File: src/hw/bmie_map.svh
`ifndef BMIE_MAP_SVH
`define BMIE_MAP_SVH

// register offsets on the plain register port (byte addresses)
`define BMIE_REG_STATUS 8'h00
`define BMIE_REG_MASK 8'h04
`define BMIE_REG_STATE 8'h08
`define BMIE_REG_ACC 8'h0c
`define BMIE_REG_PC 8'h10
`define BMIE_REG_TABLE_HIGH 8'h14

// event bit positions, shared by status and mask
`define BMIE_EV_SKIP 0
`define BMIE_EV_HALT 1
`define BMIE_EV_WATCHDOG 2
`define BMIE_EV_TIMEOUT 3
`define BMIE_EV_W 4

// state register fields
`define BMIE_ST_POWER_DOWN 0
`define BMIE_ST_TIMEOUT 1
`define BMIE_ST_HALTED 2
`define BMIE_ST_SP_LSB 8

// reset values
`define BMIE_RST_ACC 8'h00
`define BMIE_RST_MASK 4'h0

// data memory address that aliases the low program counter byte
`define BMIE_PC_LOW_ADDR 8'h06

// system clocks per instruction cycle
`define BMIE_CLKS_PER_CYCLE 4

`endif

File: src/hw/bmie_pkg.sv
package bmie_pkg;

   typedef enum logic [4:0] {
      no_operation = 5'h00,
      jump_op = 5'h01,
      call_op = 5'h02,
      subroutine_return_op = 5'h03,
      return_imm_op = 5'h04,
      interrupt_return_op = 5'h05,
      skip_zero_op = 5'h06,
      skip_zero_copy_op = 5'h07,
      skip_bit_clear_op = 5'h08,
      skip_bit_set_op = 5'h09,
      inc_skip_op = 5'h0a,
      dec_skip_op = 5'h0b,
      inc_skip_to_acc_op = 5'h0c,
      dec_skip_to_acc_op = 5'h0d,
      table_read_current_page = 5'h0e,
      table_read_last_page = 5'h0f,
      clear_mem_op = 5'h10,
      set_mem_op = 5'h11,
      watchdog_clear_op = 5'h12,
      watchdog_preclear_first = 5'h13,
      watchdog_preclear_second = 5'h14,
      nibble_exchange_op = 5'h15,
      nibble_exchange_to_acc_op = 5'h16,
      halt_op = 5'h17
   } bmie_op_t;

   // gray along idle -> exec -> wait -> halt -> idle; the direct wait -> idle step flips both bits
   typedef enum logic [1:0] {
      bmie_idle = 2'b00,
      bmie_exec = 2'b01,
      bmie_wait = 2'b11,
      bmie_halt = 2'b10
   } bmie_state_t;

endpackage

File: src/hw/bmie_seq_if.sv
`timescale 1ns/1ps
interface bmie_seq_if;
   logic start;
   logic [1:0] ncyc;
   logic done;
   modport ctl (output start, output ncyc, input done);
   modport seq (input start, input ncyc, output done);
endinterface

File: src/hw/bmie_cycle_seq.sv
`timescale 1ns/1ps
`include "bmie_map.svh"
module bmie_cycle_seq
(
   input wire logic core_clk,
   input wire logic rst_n,
   input wire logic clk_en,
   bmie_seq_if.seq sq
);
   logic busy;
   logic [3:0] remaining;

   // start arrives one clock after acceptance, so the load is short by two
   assign sq.done = busy && (remaining == 4'h1);

   always_ff @(posedge core_clk or negedge rst_n)
   begin
      if (!rst_n)
      begin
         busy <= 1'b0;
         remaining <= 4'h0;
      end
      else if (clk_en)
      begin
         if (sq.start)
         begin
            busy <= 1'b1;
            remaining <= 4'(sq.ncyc * `BMIE_CLKS_PER_CYCLE - 2); // see RQ7
         end
         else if (sq.done)
            busy <= 1'b0;
         else if (busy)
            remaining <= remaining - 4'h1;
      end
   end
endmodule

File: src/hw/bmie_core.sv
`timescale 1ns/1ps
`include "bmie_map.svh"
// Function
// RQ1: jump, call, returns take two cycles, touch no flags.
// RQ2: zero-test skip skips on zero byte; copy form also loads accumulator.
// RQ3: bit-test skip tests bit 0..7; one skips on clear, other on set.
// RQ4: increment/decrement skip write back, skip on zero, both penalties apply.
// RQ5: accumulator forms put result in accumulator, memory untouched, skip on zero.
// RQ6: a taken skip adds one instruction cycle.
// RQ7: writing the low program counter byte adds a cycle; cycle is four clocks.
// RQ8: current-page table read: low byte to memory, high bits to latch.
// RQ9: last-page table read fetches from final page, two cycles.
// RQ10: nibble swap in place; accumulator form writes accumulator, one cycle.
// RQ11: watchdog clear resets counter and clears timeout and power-down flags.
// RQ12: pre-clear pair clears only when both executed; lone one changes nothing.
// RQ13: halt enters power-down in one cycle and updates both flags.
// RQ14: no-operation takes one cycle and only advances the program counter.
// RQ15: halt stops clock, keeps state, clears watchdog, sets power-down, clears timeout.
// RQ16: call pushes next address before loading the target.
// RQ17: set-memory writes all ones, clear-memory all zeros, no flags.
// RQ18: a skipped instruction is dropped and the added cycle acts as no-operation.
module bmie_core
   import bmie_pkg::*;
#(
   parameter int PC_W = 12,
   parameter int PM_W = 15,
   parameter int STACK_DEPTH = 8
)
(
   input wire logic core_clk,
   input wire logic arst_n,
   input wire logic clk_en,
   input wire logic instr_valid,
   output logic instr_ready,
   input wire bmie_op_t instr_op,
   input wire logic [7:0] instr_addr,
   input wire logic [2:0] instr_bit,
   input wire logic [7:0] instr_imm,
   input wire logic [PC_W-1:0] instr_target,
   input wire logic [7:0] tbl_ptr,
   output logic instr_done,
   output logic skip_taken,
   output logic [7:0] dm_addr,
   input wire logic [7:0] dm_rdata,
   output logic dm_we,
   output logic [7:0] dm_wdata,
   output logic [PC_W-1:0] pm_addr,
   input wire logic [PM_W-1:0] pm_rdata,
   output logic [PC_W-1:0] pc,
   output logic [7:0] accumulator,
   output logic [PM_W-9:0] table_high_latch,
   output logic timeout_flag,
   output logic power_down_flag,
   output logic watchdog_reset,
   output logic sys_clk_stop,
   output logic int_return,
   input wire logic watchdog_timeout,
   input wire logic wake,
   input wire logic [7:0] reg_addr,
   input wire logic [31:0] reg_wdata,
   input wire logic reg_wr,
   input wire logic reg_rd,
   output logic [31:0] reg_rdata,
   output logic irq
);
   localparam int SP_W = $clog2(STACK_DEPTH + 1);

   // a single-entry stack would leave the stack index with no bits at all
   if (PC_W < 9 || PC_W > 16 || PM_W < 9 || PM_W > 16 || STACK_DEPTH < 2)
   begin
      $error("bmie_core: unsupported parameter values");
   end

   function automatic logic [7:0] swap_nib(input logic [7:0] v);
      return {v[3:0], v[7:4]};
   endfunction

   function automatic logic is_zero(input logic [7:0] v);
      return v == 8'h00;
   endfunction

   logic rst_q1;
   logic rst_n;
   bmie_state_t state;
   bmie_op_t op_q;
   logic [2:0] bit_q;
   logic [7:0] imm_q;
   logic [PC_W-1:0] target_q;
   logic [PC_W-1:0] stack [STACK_DEPTH];
   logic [SP_W-1:0] sp;
   logic pre1_seen;
   logic pre2_seen;
   logic [`BMIE_EV_W-1:0] ev_status;
   logic [`BMIE_EV_W-1:0] ev_mask;
   logic halt_pending;

   // reset released through two flops; the first is read only by the second
   always_ff @(posedge core_clk or negedge arst_n)
   begin
      if (!arst_n)
      begin
         rst_q1 <= 1'b0;
         rst_n <= 1'b0;
      end
      else
      begin
         rst_q1 <= 1'b1;
         rst_n <= rst_q1;
      end
   end

   bmie_seq_if seq_bus();
   bmie_cycle_seq u_seq
   (
      .core_clk(core_clk),
      .rst_n(rst_n),
      .clk_en(clk_en),
      .sq(seq_bus)
   );

   // decode of the latched instruction against the data it reads
   logic commit;
   logic accept;
   logic sel_bit;
   logic [7:0] inc_val;
   logic [7:0] dec_val;
   logic [PM_W-9:0] pm_hi;
   logic wr_mem;
   logic wr_acc;
   logic skip;
   logic two_base;
   logic [7:0] res;
   logic pc_low_hit;
   logic [1:0] ncyc;
   logic [PC_W-1:0] pc_next_seq;
   logic [PC_W-1:0] stack_top;
   logic [SP_W-1:0] sp_dec;
   logic pre_pair;
   logic wd_clear;
   logic [PC_W-1:0] next_pc;

   assign accept = instr_valid && instr_ready && clk_en;
   assign commit = state == bmie_exec;
   assign sel_bit = dm_rdata[bit_q];
   assign inc_val = dm_rdata + 8'h01;
   assign dec_val = dm_rdata - 8'h01;
   assign pm_hi = pm_rdata[PM_W-1:8];
   assign instr_ready = state == bmie_idle;
   assign instr_done = seq_bus.done;
   assign sys_clk_stop = state == bmie_halt; // see RQ15

   always_comb
   begin
      wr_mem = 1'b0;
      wr_acc = 1'b0;
      skip = 1'b0;
      two_base = 1'b0;
      res = dm_rdata;
      unique case (op_q)
         jump_op, call_op, subroutine_return_op, interrupt_return_op:
            two_base = 1'b1; // see RQ1
         return_imm_op:
         begin
            two_base = 1'b1;
            wr_acc = 1'b1;
            res = imm_q;
         end
         skip_zero_op:
            skip = is_zero(dm_rdata); // see RQ2
         skip_zero_copy_op:
         begin
            skip = is_zero(dm_rdata);
            wr_acc = 1'b1;
         end
         skip_bit_clear_op:
            skip = !sel_bit; // see RQ3
         skip_bit_set_op:
            skip = sel_bit;
         inc_skip_op, dec_skip_op:
         begin
            res = (op_q == inc_skip_op) ? inc_val : dec_val; // see RQ4
            wr_mem = 1'b1;
            skip = is_zero(res);
         end
         inc_skip_to_acc_op, dec_skip_to_acc_op:
         begin
            res = (op_q == inc_skip_to_acc_op) ? inc_val : dec_val; // see RQ5
            wr_acc = 1'b1;
            skip = is_zero(res);
         end
         table_read_current_page, table_read_last_page:
         begin
            res = pm_rdata[7:0]; // see RQ8
            wr_mem = 1'b1;
            two_base = 1'b1;
         end
         clear_mem_op:
         begin
            res = 8'h00; // see RQ17
            wr_mem = 1'b1;
         end
         set_mem_op:
         begin
            res = 8'hff;
            wr_mem = 1'b1;
         end
         nibble_exchange_op:
         begin
            res = swap_nib(dm_rdata); // see RQ10
            wr_mem = 1'b1;
         end
         nibble_exchange_to_acc_op:
         begin
            res = swap_nib(dm_rdata);
            wr_acc = 1'b1;
         end
         default:
            res = dm_rdata; // see RQ14
      endcase
   end

   assign pc_low_hit = wr_mem && (dm_addr == `BMIE_PC_LOW_ADDR); // see RQ7
   assign ncyc = (two_base ? 2'd2 : 2'd1) + {1'b0, skip} + {1'b0, pc_low_hit}; // see RQ6
   // the fetched follower is simply never executed, the added cycle idles
   assign pc_next_seq = pc + (skip ? 2'd2 : 2'd1); // see RQ18
   assign sp_dec = sp - 1'b1;
   assign stack_top = stack[sp_dec[$clog2(STACK_DEPTH)-1:0]];
   assign pre_pair = (op_q == watchdog_preclear_first && pre2_seen) ||
                     (op_q == watchdog_preclear_second && pre1_seen);
   assign wd_clear = commit && (op_q == watchdog_clear_op || pre_pair || op_q == halt_op);
   assign next_pc = (op_q == jump_op || op_q == call_op) ? target_q :
                    (op_q == subroutine_return_op || op_q == return_imm_op ||
                     op_q == interrupt_return_op) ? stack_top :
                    pc_low_hit ? {pc[PC_W-1:8], res} : pc_next_seq;

   assign seq_bus.start = commit && clk_en;
   assign seq_bus.ncyc = ncyc;

   always_ff @(posedge core_clk or negedge rst_n)
   begin
      if (!rst_n)
         state <= bmie_idle;
      else if (clk_en)
      begin
         unique case (state)
            bmie_idle:
               if (instr_valid)
                  state <= bmie_exec;
            bmie_exec:
               state <= bmie_wait;
            bmie_wait:
               if (seq_bus.done)
                  state <= halt_pending ? bmie_halt : bmie_idle; // see RQ13
            bmie_halt:
               if (wake)
                  state <= bmie_idle;
         endcase
      end
   end

   // latch the instruction and present both memory addresses a clock early
   always_ff @(posedge core_clk or negedge rst_n)
   begin
      if (!rst_n)
      begin
         op_q <= no_operation;
         bit_q <= 3'h0;
         imm_q <= 8'h00;
         target_q <= '0;
         dm_addr <= 8'h00;
         pm_addr <= '0;
      end
      else if (accept)
      begin
         op_q <= instr_op;
         bit_q <= instr_bit;
         imm_q <= instr_imm;
         target_q <= instr_target;
         dm_addr <= instr_addr;
         if (instr_op == table_read_last_page)
            pm_addr <= {{(PC_W-8){1'b1}}, tbl_ptr}; // see RQ9
         else
            pm_addr <= {pc[PC_W-1:8], tbl_ptr};
      end
   end

   always_ff @(posedge core_clk or negedge rst_n)
   begin
      if (!rst_n)
      begin
         pc <= '0;
         sp <= '0;
         accumulator <= `BMIE_RST_ACC;
         table_high_latch <= '0;
         dm_we <= 1'b0;
         dm_wdata <= 8'h00;
         skip_taken <= 1'b0;
         int_return <= 1'b0;
         halt_pending <= 1'b0;
      end
      else if (clk_en)
      begin
         dm_we <= commit && wr_mem;
         int_return <= commit && op_q == interrupt_return_op;
         if (seq_bus.done)
         begin
            skip_taken <= 1'b0;
            halt_pending <= 1'b0;
         end
         if (commit)
         begin
            pc <= next_pc;
            dm_wdata <= res;
            skip_taken <= skip;
            halt_pending <= op_q == halt_op;
            if (wr_acc)
               accumulator <= res;
            if (op_q == table_read_current_page || op_q == table_read_last_page)
               table_high_latch <= pm_hi;
            // a full stack holds its pointer and each further push overwrites entry 0
            if (op_q == call_op)
               sp <= (sp == SP_W'(STACK_DEPTH)) ? sp : sp + 1'b1; // see RQ16
            else if (next_pc == stack_top && op_q != jump_op && !pc_low_hit &&
                     (op_q == subroutine_return_op || op_q == return_imm_op ||
                      op_q == interrupt_return_op) && sp != '0)
               sp <= sp_dec;
         end
      end
   end

   logic [$clog2(STACK_DEPTH)-1:0] push_idx;
   assign push_idx = (sp == SP_W'(STACK_DEPTH)) ? '0 : sp[$clog2(STACK_DEPTH)-1:0];

   always_ff @(posedge core_clk)
   begin
      if (clk_en && commit && op_q == call_op)
         stack[push_idx] <= pc + 1'b1; // see RQ16
   end

   // watchdog flags; the timeout input wins over an instruction clearing it
   always_ff @(posedge core_clk or negedge rst_n)
   begin
      if (!rst_n)
      begin
         pre1_seen <= 1'b0;
         pre2_seen <= 1'b0;
         timeout_flag <= 1'b0;
         power_down_flag <= 1'b0;
         watchdog_reset <= 1'b0;
      end
      else if (clk_en)
      begin
         watchdog_reset <= wd_clear; // see RQ11
         if (wd_clear)
         begin
            pre1_seen <= 1'b0;
            pre2_seen <= 1'b0;
            power_down_flag <= op_q == halt_op; // see RQ15
         end
         else if (commit && op_q == watchdog_preclear_first)
            pre1_seen <= 1'b1; // see RQ12
         else if (commit && op_q == watchdog_preclear_second)
            pre2_seen <= 1'b1;
         if (watchdog_timeout)
            timeout_flag <= 1'b1;
         else if (wd_clear)
            timeout_flag <= 1'b0;
      end
   end

   // events, mask and the register port
   logic [`BMIE_EV_W-1:0] ev_set;
   logic [`BMIE_EV_W-1:0] ev_w1c;
   logic [31:0] rd_mux;

   assign ev_set = {watchdog_timeout, wd_clear, commit && op_q == halt_op, commit && skip};
   assign ev_w1c = (reg_wr && reg_addr == `BMIE_REG_STATUS) ? reg_wdata[`BMIE_EV_W-1:0] : '0;
   assign irq = |(ev_status & ev_mask);
   assign rd_mux = (reg_addr == `BMIE_REG_STATUS) ? 32'(ev_status) :
                   (reg_addr == `BMIE_REG_MASK) ? 32'(ev_mask) :
                   (reg_addr == `BMIE_REG_STATE) ? 32'({sp, 5'h00, sys_clk_stop,
                                                       timeout_flag, power_down_flag}) :
                   (reg_addr == `BMIE_REG_ACC) ? 32'(accumulator) :
                   (reg_addr == `BMIE_REG_PC) ? 32'(pc) :
                   (reg_addr == `BMIE_REG_TABLE_HIGH) ? 32'(table_high_latch) : 32'h0;

   always_ff @(posedge core_clk or negedge rst_n)
   begin
      if (!rst_n)
      begin
         ev_status <= '0;
         ev_mask <= `BMIE_RST_MASK;
         reg_rdata <= 32'h0;
      end
      else if (clk_en)
      begin
         ev_status <= (ev_status & ~ev_w1c) | ev_set;
         if (reg_wr && reg_addr == `BMIE_REG_MASK)
            ev_mask <= reg_wdata[`BMIE_EV_W-1:0];
         reg_rdata <= reg_rd ? rd_mux : 32'h0;
      end
   end
endmodule

File: config.mk
export PLATFORM = sky130hd
export DESIGN_NAME = bmie_core
export DESIGN_NICKNAME = d
export VERILOG_FILES = /design/src/hw/bmie_pkg.sv /design/src/hw/bmie_seq_if.sv /design/src/hw/bmie_cycle_seq.sv /design/src/hw/bmie_core.sv
export VERILOG_INCLUDE_DIRS = /design/src /design/src/hw
export SDC_FILE = /design/constraint.sdc
export NUM_CORES = 1
export LEC_CHECK = 0
export BUFFER_PORTS_ARGS = -buffer_cell sky130_fd_sc_hd__buf_2
export CAP_MARGIN = 20
export CORE_MARGIN = 2
export CORE_UTILIZATION = 30
export CTS_CLUSTER_SIZE = 24
export DETAILED_ROUTE_END_ITERATION = 6
export SYNTH_ARGS = -nofsm -noshare
export SYNTH_HDL_FRONTEND = slang
export SYNTH_SLANG_ARGS = --single-unit
File: constraint.sdc
create_clock -name core_clk -period 4.7 [get_ports core_clk]
set_input_delay 0.94 -clock core_clk [delete_from_list [all_inputs] [get_ports core_clk]]
set_output_delay 0.94 -clock core_clk [all_outputs]
set_load 0.05 [all_outputs]
# [After elaboration in Yosys (flattened, before gate mapping)]
# Memories as Yosys holds them, arrays and structs flattened.
# Cells that the tools add are included.
[op_classes] eq_ne=43 bitwise_logic=4 add_sub_neg=10 mux=48 reduce_logical=65 magnitude_cmp=1
[op_table] operator="12-bit two-way mux" count=10
[op_table] operator="8-bit one-hot mux with 7 select lines" count=1
[op_table] operator="5-bit by 4-bit equality test with 1-bit output, second input constant" count=9
[op_table] operator="5-bit equality test, second input constant" count=8
[op_table] operator="8-bit zero test" count=4
[op_table] operator="4-bit two-way mux" count=7
[op_table] operator="1-bit logical AND" count=21
[op_table] operator="5-bit by 3-bit equality test with 1-bit output, second input constant" count=4
[op_table] operator="1-bit two-way mux" count=17
[op_table] operator="8-bit by 3-bit equality test with 1-bit output, second input constant" count=2
[op_table] operator="8-bit by 4-bit equality test with 1-bit output, second input constant" count=2
[op_table] operator="8-bit by 5-bit equality test with 1-bit output, second input constant" count=2
[op_table] operator="8-bit two-way mux" count=2
[op_table] operator="2-bit AND reduction" count=7
[op_table] operator="2-bit nonzero test" count=7
[op_table] operator="7-bit OR reduction" count=2
[op_table] operator="12-bit by 1-bit adder with 12-bit output, second input constant" count=1
[op_table] operator="12-bit by 2-bit adder with 12-bit output" count=1
[op_table] operator="12-bit equality test" count=1
[op_table] operator="2-bit two-way mux" count=6
[op_table] operator="3-bit AND reduction" count=4
[op_table] operator="5-bit by 2-bit equality test with 1-bit output, second input constant" count=2
[op_table] operator="2-bit OR reduction" count=5
[op_table] operator="8-bit by 1-bit adder with 8-bit output, second input constant" count=1
[op_table] operator="other kinds (29)" count=45
[word_totals] mem_bits_rw=96 mem_count=1 output_inout_bits=97 reg_bits=145
[memory_table] name="stack" depth=8 word_bits=12 rd=1 rd_ports_with_merged_regs=0 wr=1 line_no="bmie_core.sv:89" text="logic [PC_W-1:0] stack [STACK_DEPTH];"

# [Logic depth before layout (Yosys ltp)]
# Gate-level depths: netlist (run 1).
[logic_depth] word_depth=16 ltp_mapped=17

# [By module]
# Synthesis (run 1) repeated with hierarchy kept, for this count alone.
[unflattened] cells_unflattened=985 area_unflattened_um2=11559.8
[modules_own_cells] mod="bmie_core" cells_per_inst=944 instances=1 area_per_inst_um2=11189.5 seq_area_each_um2=5885.6
[modules_own_cells] mod="bmie_cycle_seq" cells_per_inst=41 instances=1 area_per_inst_um2=370.4 seq_area_each_um2=125.1

# [Worst setup path before layout (run 1)]
# No wires, ideal clock.
[synth_timing] kind="input -> register" from="input dm_rdata[0]" to="register pc[8]" setup_ns=0.126 required_ns=4.574 arrival_ns=4.069 stages=17 n_path_buf=1 slack_ns=0.506 cell_sequence="clkbuf_1 > inv_1 > ha_1 > nor2b_1 > nand2_1 > o21ai_0 > xnor2_1 > a41oi_1 > o21a_1 > ha_1 > inv_1 > fa_1 > nor3_1 > o2111ai_1 > xnor2_1 > o21ai_0 > a21oi_1"
[synth_between] elab_chain_len=9 word_cells_on_any_way=16
[synth_rtl] element="start: declaration" line_no="bmie_core.sv:44" text="input wire logic [7:0] dm_rdata,"
[synth_rtl] element="8-bit by 1-bit subtractor with 8-bit output, or another cell as far along" line_no="bmie_core.sv:146" text="assign dec_val = dm_rdata - 8'h01;"
[synth_rtl] element="8-bit two-way mux, or another cell as far along" line_no="bmie_core.sv:187" text="res = (op_q == inc_skip_to_acc_op) ? inc_val : dec_val;"
[synth_rtl] element="8-bit zero test or 1-bit zero test (tied branches)" line_no="bmie_core.sv:79, bmie_core.sv:176"
[synth_rtl] element="1-bit one-hot mux with 5 select lines (*)" line_no="bmie_core.sv:159" text="unique case (op_q)"
[synth_rtl] element="2-bit two-way mux (*)" line_no="bmie_core.sv:225" text="assign pc_next_seq = pc + (skip ? 2'd2 : 2'd1);"
[synth_rtl] element="12-bit by 2-bit adder with 12-bit output (*)" line_no="bmie_core.sv:225"
[synth_rtl] element="12-bit two-way mux (*)" line_no="bmie_core.sv:234" text="pc_low_hit ? {pc[PC_W-1:8], res} : pc_next_seq;"
[synth_rtl] element="12-bit two-way mux (*)" line_no="bmie_core.sv:233" text="op_q == interrupt_return_op) ? stack_top :"
[synth_rtl] element="12-bit two-way mux (*)" line_no="bmie_core.sv:231" text="assign next_pc = (op_q == jump_op || op_q == call_op) ? target_q :"
[synth_rtl] element="end signal: assignment" line_no="bmie_core.sv:312" text="pc <= next_pc;"
[synth_rtl] element="end: declaration" line_no="bmie_core.sv:49" text="output logic [PC_W-1:0] pc,"
# Every way passes the cells marked *; elsewhere a longest branch is shown, timed or not. The select of a mux whose other input is x is not followed.
# A chain may end at the register's enable or synchronous reset.

# [Final worst setup path (run 1)]
[layout_timing] from="input dm_rdata[3]" to="register pc[3]"
[layout_between] elab_chain_len=9 word_cells_on_any_way=17
[layout_rtl] element="8-bit by 1-bit subtractor with 8-bit output, or another cell as far along" line_no="bmie_core.sv:146"
[layout_rtl] element="8-bit two-way mux, or another cell as far along" line_no="bmie_core.sv:187"
[layout_rtl] element="8-bit zero test or 1-bit zero test (tied branches)" line_no="bmie_core.sv:79, bmie_core.sv:176"
[layout_rtl] element="1-bit one-hot mux with 5 select lines" line_no="bmie_core.sv:159"
[layout_rtl] element="2-bit two-way mux" line_no="bmie_core.sv:225"
[layout_rtl] element="12-bit by 2-bit adder with 12-bit output" line_no="bmie_core.sv:225"
[layout_rtl] element="12-bit two-way mux (*)" line_no="bmie_core.sv:234"
[layout_rtl] element="12-bit two-way mux (*)" line_no="bmie_core.sv:233"
[layout_rtl] element="12-bit two-way mux (*)" line_no="bmie_core.sv:231"
# Marked as above.

==> results.json, run 1 <==
{
  "met2_usage_pct": 24.88,
  "grt_pass1_vias": 7989,
  "skew_ps": 19.56,
  "htree_num_levels": 1,
  "io_pins": 212,
  "slew_headroom_pct": 32.88,
  "drtIter0Drc": 633,
  "max-vdd-ir-drop_mv": 0.4069,
  "synth_largest_area_cell": "dfrtp_1",
  "dpl_cell_area_sq_um": 12620,
  "synth_area_sq_um": 11300,
  "critical_path_class": "primary input to flop",
  "final_area_sq_um": 13510,
  "post_cts_resized": 0,
  "placementRows": 71,
  "synthDominantCellAreaShare_pct": 27.68,
  "cts_max_path_buffers": 3,
  "max_slew.worst_pin.slew_ps": 1006,
  "wl_per_cell_um": 19.96,
  "root_buffer": "clkbuf_16",
  "multiInputGateArea_sq_um": 4825,
  "r2r_slack_ps": 780,
  "dr_total_vias": 8334,
  "drv_cap": 0,
  "fmax_mhz": 252.2,
  "die_width_um": 198.1,
  "grtUsageTotal_pct": 16.42,
  "r2r_cells": 15,
  "clkLatencyLatePin_ps": 540,
  "grt_use_met1_pct": 24.32,
  "grt_pass1_wl_mm": 49.05,
  "ys_ff_latch": 221,
  "power.density_nw_per_um2": 647.9,
  "finalCriticalPeriod_ps": 3965,
  "finalCritPeriodShare_pct": 84.37,
  "ys.flop_type": "dfrtp_1",
  "viasPerCell": 5.129,
  "dp_slack_ps": 229.1,
  "start_kind": "primary input",
  "post_cts_buffers": 0,
  "initial_core_util_pct": 30.22,
  "crit_fanout": 15,
  "arrival_ps": 4420,
  "die_area_sq_um": 39240,
  "setup_ws_ps": 734.8,
  "fin_setup_tns_ps": 0,
  "avgSynthCellArea_sq_um": 11.96,
  "regArea_sq_um": 6015,
  "status": "complete, no violations",
  "clk_pin_slew_ps": 70,
  "yosysSeqAreaShare_pct": 53.18,
  "ant_nets": 0,
  "numPortBuffers": 163,
  "dr.pass1.iters": 5,
  "synth.area.top_cells": "dfrtp_1 28%, edfxtp_1 26%, mux2_2 7.2%",
  "post_synth_num_cell_types": 85,
  "route.detailed.drc": 0,
  "use_met3_pct": 2.538,
  "finalNetCount": 1222,
  "ctsHoldBuffers": 0,
  "hp-class": "primary input to asynchronous set/reset pin",
  "synthCells": 945,
  "grt_busiest_layer": "met2",
  "rsz0062_at_grt": "false",
  "area.growth.synth_to_final_pct": 19.50,
  "cts_tree": "yes",
  "cts_buffers": 25,
  "setup_viol": 0,
  "drive_gt1_share_pct": 32.41,
  "n_fill_cell": 3692,
  "ys_async_sr_fraction_pct": 56.56,
  "synth_edf_count": 96,
  "grt-ovfl-total": 0,
  "grt_max_degree": 66,
  "yosysWarnings": 0,
  "regToRegStartpoint": "op_q[2]$_DFFE_PN0P_",
  "drt-total-wl_mm": 32.43,
  "drv_slew": 0,
  "leakagePower_uw": 0.005540,
  "die_h_um": 198.1,
  "clock-sinks": 221,
  "diodes": 0,
  "endpoint_kind": "flop",
  "core_sq_um": 37400,
  "hold_viol": 0,
  "globalplace.congestion": 0.8688,
  "cp.required_ps": 5160,
  "timing.rr.end": "pc[3]$_DFFE_PN0P_",
  "antenna_found_initial": 1,
  "dp_hpwl_mm": 23.52
}
## flip-flops by register name, indices dropped and copies added, names as in the netlist, 2 cells and up
name and cells:
stack 96, pc 12, pm_addr 12, reg_rdata 12
target_q 12, accumulator 8, dm_addr 8, dm_wdata 8
imm_q 8, table_high_latch 7, op_q 5, ev_mask 4
ev_status 4, sp 4, u_seq.remaining 4, bit_q 3
state 2
## area by class of cell
cell class	instances	share of cell area (%)
Timing Repair Buffer	191	7.597
Sequential cell	221	44.53
Multi-Input combinational cell	624	35.72
Clock buffer	33	5.308
Inverter	32	0.8894
Clock inverter	13	1.214
Tap cell	511	4.734
## cell usage after synthesis (22+ instances only)
library cell    n
nand2_1        71
clkbuf_1       40
nor2_1         42
o21ai_0        43
mux2_2         72
mux4_2         26
edfxtp_1       96
inv_1          31
a21oi_1        25
buf_4          22
dfrtp_1       125
## critical path, stage by stage
cell	delay, ps
buf_2	200
or2_1	340
nor4_1	370
mux2i_1	150
xor2_1	180
a41oi_1	280
buf_4	180
o21ai_0	190
ha_1	350
a21o_1	160
nand2_1	130
xor2_1	190
o311ai_0	380
buf_4	190
a31oi_1	40
nor3_1	140
## how the worst max path moves through the flow
stage               depth (start not counted)           endpoint                start  slack [ps]
finish                                     16  pc[3]$_DFFE_PN0P_          dm_rdata[3]         730
global route                               14  pc[8]$_DFFE_PN0P_  op_q[2]$_DFFE_PN0P_         490
CTS                                        16  pc[3]$_DFFE_PN0P_          dm_rdata[1]         780
detailed placement                         16  pc[3]$_DFFE_PN0P_          dm_rdata[1]         230
global placement                           16  pc[3]$_DFFE_PN0P_          dm_rdata[0]         270
floorplan                                  17  pc[8]$_DFFE_PN0P_          dm_rdata[0]         510
## routing by layer
metal	vias up	routed length (um)
li1	3779	-
met1	4141	15250
met2	356	14200
met3	58	2221
met4	0	763
met5	-	0
## stage by stage
stage / utilization [%] / power [uW] / hold WS, ps / std cells
after floorplan: - / 5622 / 331.2 / 964
after global placement: 33.76 / 6658 / 337.3 / 1579
after detailed placement: 33.76 / 6715 / 339.6 / 1579
after CTS: 36.11 / 8808 / 172.7 / 1625
after global routing: 36.11 / 9181 / 173.9 / 1625
final: 36.11 / 8750 / 190.5 / 1625
## logic make-up (layout without fill, tap and decap cells)
group / Yosys count / count (layout) / synth area share (%)
other: 2 / 21 / 0.06645
AND/OR/NAND/NOR: 249 / 249 / 11.65
AO/OA/AOI/OAI: 188 / 188 / 11.56
flip-flops: 221 / 221 / 53.18
adder cells (fa/ha/maj): 12 / 12 / 1.528
buffers and inverters: 119 / 269 / 5.037
multiplexers: 116 / 116 / 14.04
XOR/XNOR: 38 / 38 / 2.945
## power by group
group,internal [uW],switching (uW)
Combinational,1270,2350
Sequential,2540,519
Clock,1250,821
Total,5060,3690
## placed cells by master, fill, tap and decap left out, drive strengths merged, types with 5 or more instances in the layout
master,netlist,final
dfrtp,125,125
and3,6,6
o21ai,46,46
nand3,20,20
nor2,44,44
or2,5,5
a21oi,25,25
nand2b,11,11
ha,9,9
o211ai,5,5
nor2b,15,15
a22oi,9,9
mux2,74,74
nand4,10,10
a31oi,7,7
a211oi,13,13
mux2i,16,16
xnor2,20,20
a221o,5,5
buf,46,191
conb,2,21
xor2,18,18
nand3b,7,7
o22ai,17,17
a21o,6,6
mux4,26,26
nand2,71,71
clkbuf,41,33
edfxtp,96,96
inv,32,36
o22a,5,5
and2,9,9
and4,5,5
nor3,15,15
nor4,9,9
No activity file was read; power rests on OpenSTA's default activity.
==> run 2, diff against run 1 <==
- ABC_AREA: not set -> 1
- clock period: 4.7 -> 3.86 ns (I/O delays scaled with it)
==> run 2 against run 1 <==
  * Register-to-register slack worse by 450 ps
  * Final area up 0.97%
  * Sequential share of layout area down 0.43 points
  * Total power up 25%
  * First-iteration DRC count up 38%
  * Clock power up 23%
  * Largest cell class unchanged
  * Clock skew down 6.9 ps
==> results.json, run 2 <==
{
  "status": "complete, no violations",
  "cts_buffers": 25,
  "switching_share_pct": 45.36,
  "grt-ovfl-total": 0,
  "power.density_nw_per_um2": 804.1,
  "cell_internal_pwr_uw": 5991,
  "numPortBuffers": 163,
  "hp-class": "primary input to asynchronous set/reset pin",
  "r2r_cells": 21,
  "post_cts_resized": 0,
  "clkLatencyLatePin_ps": 520,
  "antenna_found_initial": 1,
  "grt_max_degree": 77,
  "root_buffer": "clkbuf_16",
  "die_h_um": 198.0,
  "fin_setup_tns_ps": 0,
  "yosysWarnings": 0,
  "ctsHoldBuffers": 0,
  "combPwrFrac_pct": 44.1,
  "cts_tree": "yes",
  "synth_area_sq_um": 11300,
  "timing.rr.end": "pc[6]$_DFFE_PN0P_",
  "power_frac_clock_pct": 23.2,
  "viasPerCell": 4.859,
  "globalplace.congestion": 0.9185,
  "synthCells": 1272,
  "largest_reg_flops": 96,
  "seq_power_share_pct": 32.7,
  "netSwitchingPower_uw": 4974,
  "area.growth.synth_to_final_pct": 20.72,
  "synth_most_common_cell": "nand2_1",
  "cts_max_path_buffers": 3,
  "fmax_mhz": 283.4,
  "critical_path_class": "flop to flop",
  "wl_per_cell_um": 16.99,
  "post_cts_buffers": 0,
  "finalNetCount": 1572,
  "drtIter0Drc": 872,
  "top_register": "stack",
  "grtUsageTotal_pct": 17.04,
  "slew_headroom_pct": 38.56,
  "finalCritPeriodShare_pct": 91.42,
  "dr.pass1.iters": 5,
  "regToRegStartpoint": "op_q[1]$_DFFE_PN0P_",
  "htree_num_levels": 1,
  "yosysSeqAreaShare_pct": 53.21,
  "dp_hpwl_mm": 24.25,
  "layout_common_cells": "259 x nand2_1, 163 x buf_2, 151 x nor2_1",
  "cp.required_ps": 4270,
  "synth_commonest_cells": "259 x nand2_1, 151 x nor2_1, 125 x dfrtp_1",
  "crit_fanout": 8,
  "clk_pin_slew_ps": 60,
  "setup_viol": 0,
  "final_common_cell": "nand2_1",
  "ys_ff_latch": 221,
  "drv_slew": 0,
  "leakagePower_uw": 0.006147,
  "skew_ps": 12.65,
  "crit_start": "op_q[1]$_DFFE_PN0P_",
  "arrival_ps": 3930,
  "avgSynthCellArea_sq_um": 8.880,
  "max_slew.worst_pin.slew_ps": 919.6,
  "initial_core_util_pct": 30.20,
  "dr_total_vias": 9586,
  "synthDominantCellAreaShare_pct": 27.69,
  "drt-total-wl_mm": 33.52,
  "r2r_slack_ps": 330,
  "final_util_pct": 36.46,
  "placementRows": 71,
  "drv_cap": 0,
  "core_sq_um": 37400,
  "ys_async_sr_fraction_pct": 56.56,
  "synth_edf_count": 96,
  "synth_largest_area_cell": "dfrtp_1",
  "max-vdd-ir-drop_mv": 0.6369,
  "clock-sinks": 221,
  "hold_viol": 0,
  "synth.area.top_cells": "dfrtp_1 28%, edfxtp_1 26%, nand2_1 8.6%",
  "grt_pass1_vias": 9424,
  "rsz0062_at_grt": "false",
  "die_width_um": 198.0,
  "ys.flop_type": "dfrtp_1",
  "die_area_sq_um": 39220,
  "endpoint_kind": "flop",
  "start_kind": "flop",
  "finalCriticalPeriod_ps": 3529,
  "route.detailed.drc": 0,
  "drive_gt1_share_pct": 20.53,
  "grt_pass1_wl_mm": 52.26,
  "ant_nets": 0,
  "io_pins": 212,
  "post_synth_num_cell_types": 50
}
==> run 2: cell families (layout without fill, tap and decap cells) <==
| logic type | count (synthesis) | in the layout | synth area share [%] |
|---|---|---|---|
| DFF | 221 | 221 | 53.21 |
| AOI/OAI and AO/OA | 241 | 241 | 12.36 |
| muxes | 30 | 30 | 2.957 |
| and+or+nand+nor | 553 | 553 | 20.75 |
| xor gates and xnor gates | 27 | 27 | 2.093 |
| other | 2 | 22 | 0.06648 |
| buffers and inverters | 186 | 356 | 7.034 |
| adders and majority gates | 12 | 12 | 1.529 |
==> run 2: routing by layer <==
metal | share of wire [%] | vias to the layer above | GRT usage (%)
met5 | 0 | - | 0
met4 | 3.5 | 0 | 6.405
met3 | 6.5 | 76 | 2.998
met2 | 49 | 340 | 29.00
met1 | 41 | 4570 | 21.61
li1 | - | 4600 | -
==> run 2: through the flow <==
step	total power [uW]	hold WS (ps)	worst slack (ps)	cells	instance area [sq um]
after global routing	11580	9.831	83.69	1972	13630
after CTS	11010	4.659	382.3	1971	13610
after global placement	8358	335.5	55.74	1928	12730
after floorplan	6932	331.2	119.6	1291	11370
final	10970	30.87	331.1	1973	13640
after detailed placement	8441	336.2	54.40	1928	12730
==> run 2: area by class of cell <==
type,count,area [sq um]
Fill cell,3792,23760
Sequential cell,221,6015
Multi-Input combinational cell,884,4574
Timing Repair Buffer,199,1106
Clock buffer,29,650.6
Tap cell,511,639.4
Inverter,114,427.9
Clock inverter,14,221.5
Antenna cell,1,2.502
==> run 2: critical path, stage by stage (launching register included) <==
cell	delay [ps]
dfrtp_1	490
nor2_2	320
nand3_2	290
inv_2	200
nand2_1	90
nand2_1	70
nand2_1	40
nor3_1	220
nand3_1	140
nand3_2	100
inv_1	80
fa_1	430
nor2_1	160
buf_4	140
nand3_1	70
xor2_1	160
nor2_1	100
nor2_1	50
nand2_1	80
nand2_1	50
nand3_1	70
nand2_1	50
==> run 2: worst max-delay path by stage <==
stage,depth (start not counted),end
6_report,21,pc[6]$_DFFE_PN0P_
5_1_grt,20,pc[9]$_DFFE_PN0P_
3_5_place_dp,24,pc[6]$_DFFE_PN0P_
2_1_floorplan,0,accumulator[0]$_DFFE_PN0P_
3_3_place_gp,24,pc[6]$_DFFE_PN0P_
4_1_cts,22,pc[6]$_DFFE_PN0P_
==> run 2: power by group through the flow <==
stage          logic [uW]  clock network [uW]  registers [uW]
5_1_grt              5260                2690            3640
3_5_place_dp         4810                   0            3630
4_1_cts              4830                2600            3590
2_1_floorplan        2540                   0            4390
6_report             4830                2550            3590
3_3_place_gp         4740                   0            3620
==> run 3, diff against run 2 <==
- BUFFER_PORTS_ARGS: -buffer_cell sky130_fd_sc_hd__buf_2 -> not set
- DONT_BUFFER_PORTS: not set -> 1
==> run 3 against run 2 <==
  * Via count shrank 6.9%
  * Critical path depth grew 1
  * First-iteration DRC count shrank 17%
  * Sequential share of layout area grew 3.0 points
  * Final area shrank 6.4%
  * Register-to-register slack gained 97 ps
  * Maximum frequency grew 2.8%
  * Cell count shrank 8.3%
  * Hold slack gained 200 ps
  * Count of clock-buffer cells in the layout shrank 1
  * Non-clock buffer count shrank 164
  * Largest cell class unchanged
  * Highest routed layer unchanged
==> results.json, run 3 (synthesis gave the netlist of run 2 again) <==
{
  "finalNetCount": 1408,
  "start_kind": "flop",
  "grt-ovfl-total": 0,
  "fin_setup_tns_ps": 0,
  "setup_viol": 0,
  "hold_viol": 0,
  "endpoint_kind": "flop",
  "dr_total_vias": 8922,
  "core_sq_um": 37400,
  "grtUsageTotal_pct": 16.50,
  "drive_gt1_share_pct": 10.55,
  "placementRows": 71,
  "hp-class": "flop to asynchronous set/reset pin",
  "die_area_sq_um": 39220,
  "crit_fanout": 8,
  "final_util_pct": 34.11,
  "die_width_um": 198.0,
  "max-vdd-ir-drop_mv": 0.4616,
  "antenna_found_initial": 0,
  "crit_buf_inv": 3,
  "wl_per_cell_um": 18.09,
  "critPathSlowestCell": "dfrtp_1",
  "final_common_cell": "nand2_1",
  "route.detailed.drc": 0,
  "die_h_um": 198.0,
  "diodes": 0,
  "viasPerCell": 4.929,
  "clk_pin_slew_ps": 60,
  "dr.pass1.iters": 5,
  "top_register": "stack",
  "cpPeakStageDelay_ps": 510,
  "dp_hpwl_mm": 23.61,
  "power.density_nw_per_um2": 818.5,
  "cts_buffers": 25,
  "max_slew.worst_pin.slew_ps": 1137,
  "leakagePower_uw": 0.005419,
  "globalplace.congestion": 0.9146,
  "critical_path.cell_chain": "nor2_4 -> nand3_2 -> nand3_1 -> nand2_1 -> nand2_1 -> nor3_1 -> nand3_1 -> nand3_2 -> inv_1 -> ha_1 -> inv_1 -> fa_1 -> nor2_1 -> buf_4 -> nand3_1 -> xor2_1 -> nor2_1 -> nor2_1 -> nand2_1 -> nand2_1 -> nand3_1 -> nand2_1",
  "status": "complete, no violations",
  "htree_num_levels": 1,
  "rsz0062_at_grt": "false",
  "grt_pass1_wl_mm": 49.96,
  "critical_path_class": "flop to flop",
  "clkLatencyLatePin_ps": 540,
  "finalCritPeriodShare_pct": 88.90,
  "area.growth.synth_to_final_pct": 12.95,
  "drtIter0Drc": 720,
  "crit_family": "simple AND/OR/NAND/NOR gates",
  "drv_slew": 0,
  "arrival_ps": 3860,
  "finalCriticalPeriod_ps": 3432,
  "skew_ps": 24.79,
  "drv_cap": 0,
  "ant_nets": 0,
  "layout_common_cells": "259 x nand2_1, 151 x nor2_1, 124 x dfrtp_1",
  "fmax_mhz": 291.4,
  "grt_pass1_vias": 8573,
  "clock-sinks": 221,
  "crit_path_frequent_cell": "nand2_1",
  "drt-total-wl_mm": 32.75,
  "grt_max_degree": 84,
  "cts_tree": "yes",
  "cp.required_ps": 4290,
  "cts_max_path_buffers": 3,
  "dp_slack_ps": 162.3,
  "initial_core_util_pct": 30.20,
  "slew_headroom_pct": 23.90,
  "io_pins": 212,
  "largest_reg_flops": 96,
  "root_buffer": "clkbuf_16",
  "finalPower_uw": 10440,
  "holdWs_ps": 233.8,
  "setup_ws_ps": 428.3,
  "numPortBuffers": 0
}
## run 3: power by group
| group | leakage, uW | switching (uW) | total [uW] | internal, uW |
|---|---|---|---|---|
| Combinational | 0.00262 | 2560 | 3670 | 1110 |
| Sequential | 0.00241 | 1380 | 4460 | 3070 |
| Clock | 0.000391 | 963 | 2320 | 1350 |
| Total | 0.00542 | 4910 | 10400 | 5540 |
## run 3: worst paths after layout
| kind | startpoint | to | slack [ps] | cells past startpoint |
|---|---|---|---|---|
| setup / recovery | op_q[1]$_DFFE_PN0P_ | pc[6]$_DFFE_PN0P_ | 430 | 22 |
| hold / removal | rst_n$_DFF_PN0_ | watchdog_reset$_DFFE_PN0P_ | 230 | 0 |
| setup reg to reg | op_q[1]$_DFFE_PN0P_ | pc[6]$_DFFE_PN0P_ | 430 | 22 |
| hold reg to reg | rst_n$_DFF_PN0_ | watchdog_reset$_DFFE_PN0P_ | 230 | 0 |
| max in group asynchronous | rst_n$_DFF_PN0_ | target_q[7]$_DFFE_PN0P_ | 2770 | 2 |
| min in group core_clk | rst_q1$_DFF_PN0_ | rst_n$_DFF_PN0_ | 350 | 0 |
## run 3: layer usage
layer  vias to the layer above  global-route usage, %  wire (um)
met5                         -                      0          0
met4                         0                  5.764       1191
met3                        72                  3.866       2842
met2                       365                  28.13      15640
met1                      4215                  20.45      13070
li1                       4270                      -          -
## run 3: area by class of cell
cell class / instances / area (sq um)
Fill cell: 3858 / 24640
Sequential cell: 221 / 6015
Multi-Input combinational cell: 884 / 4579
Clock buffer: 28 / 656.9
Tap cell: 511 / 639.4
Inverter: 114 / 427.9
Timing Repair Buffer: 35 / 297.8
Clock inverter: 17 / 142.6
## run 3: what timing repair did
item	in CTS	in global routing
gates resized for setup	0	1
hold buffers	1	0
endpoints found under the hold margin	2	0
setup endpoints to repair	0	2
buffers inserted	0	0
## run 3: worst register-to-register path, stage by stage, from the launching register on
cell and delay (ps):
dfrtp_1 510, nor2_4 260, nand3_2 250, nand3_1 200
nand2_1 70, nand2_1 70, nor3_1 50, nand3_1 100
nand3_2 90, inv_1 160, ha_1 200, inv_1 60
fa_1 410, nor2_1 160, buf_4 130, nand3_1 70
xor2_1 160, nor2_1 110, nor2_1 50, nand2_1 70
nand2_1 50, nand3_1 60, nand2_1 50
## run 3: stage by stage
step,instances,cell area [sq um]
4_1_cts,1809,12730
5_1_grt,1810,12760
3_5_place_dp,1763,11920
6_report,1810,12760
2_1_floorplan,1291,11370
3_3_place_gp,1763,11920
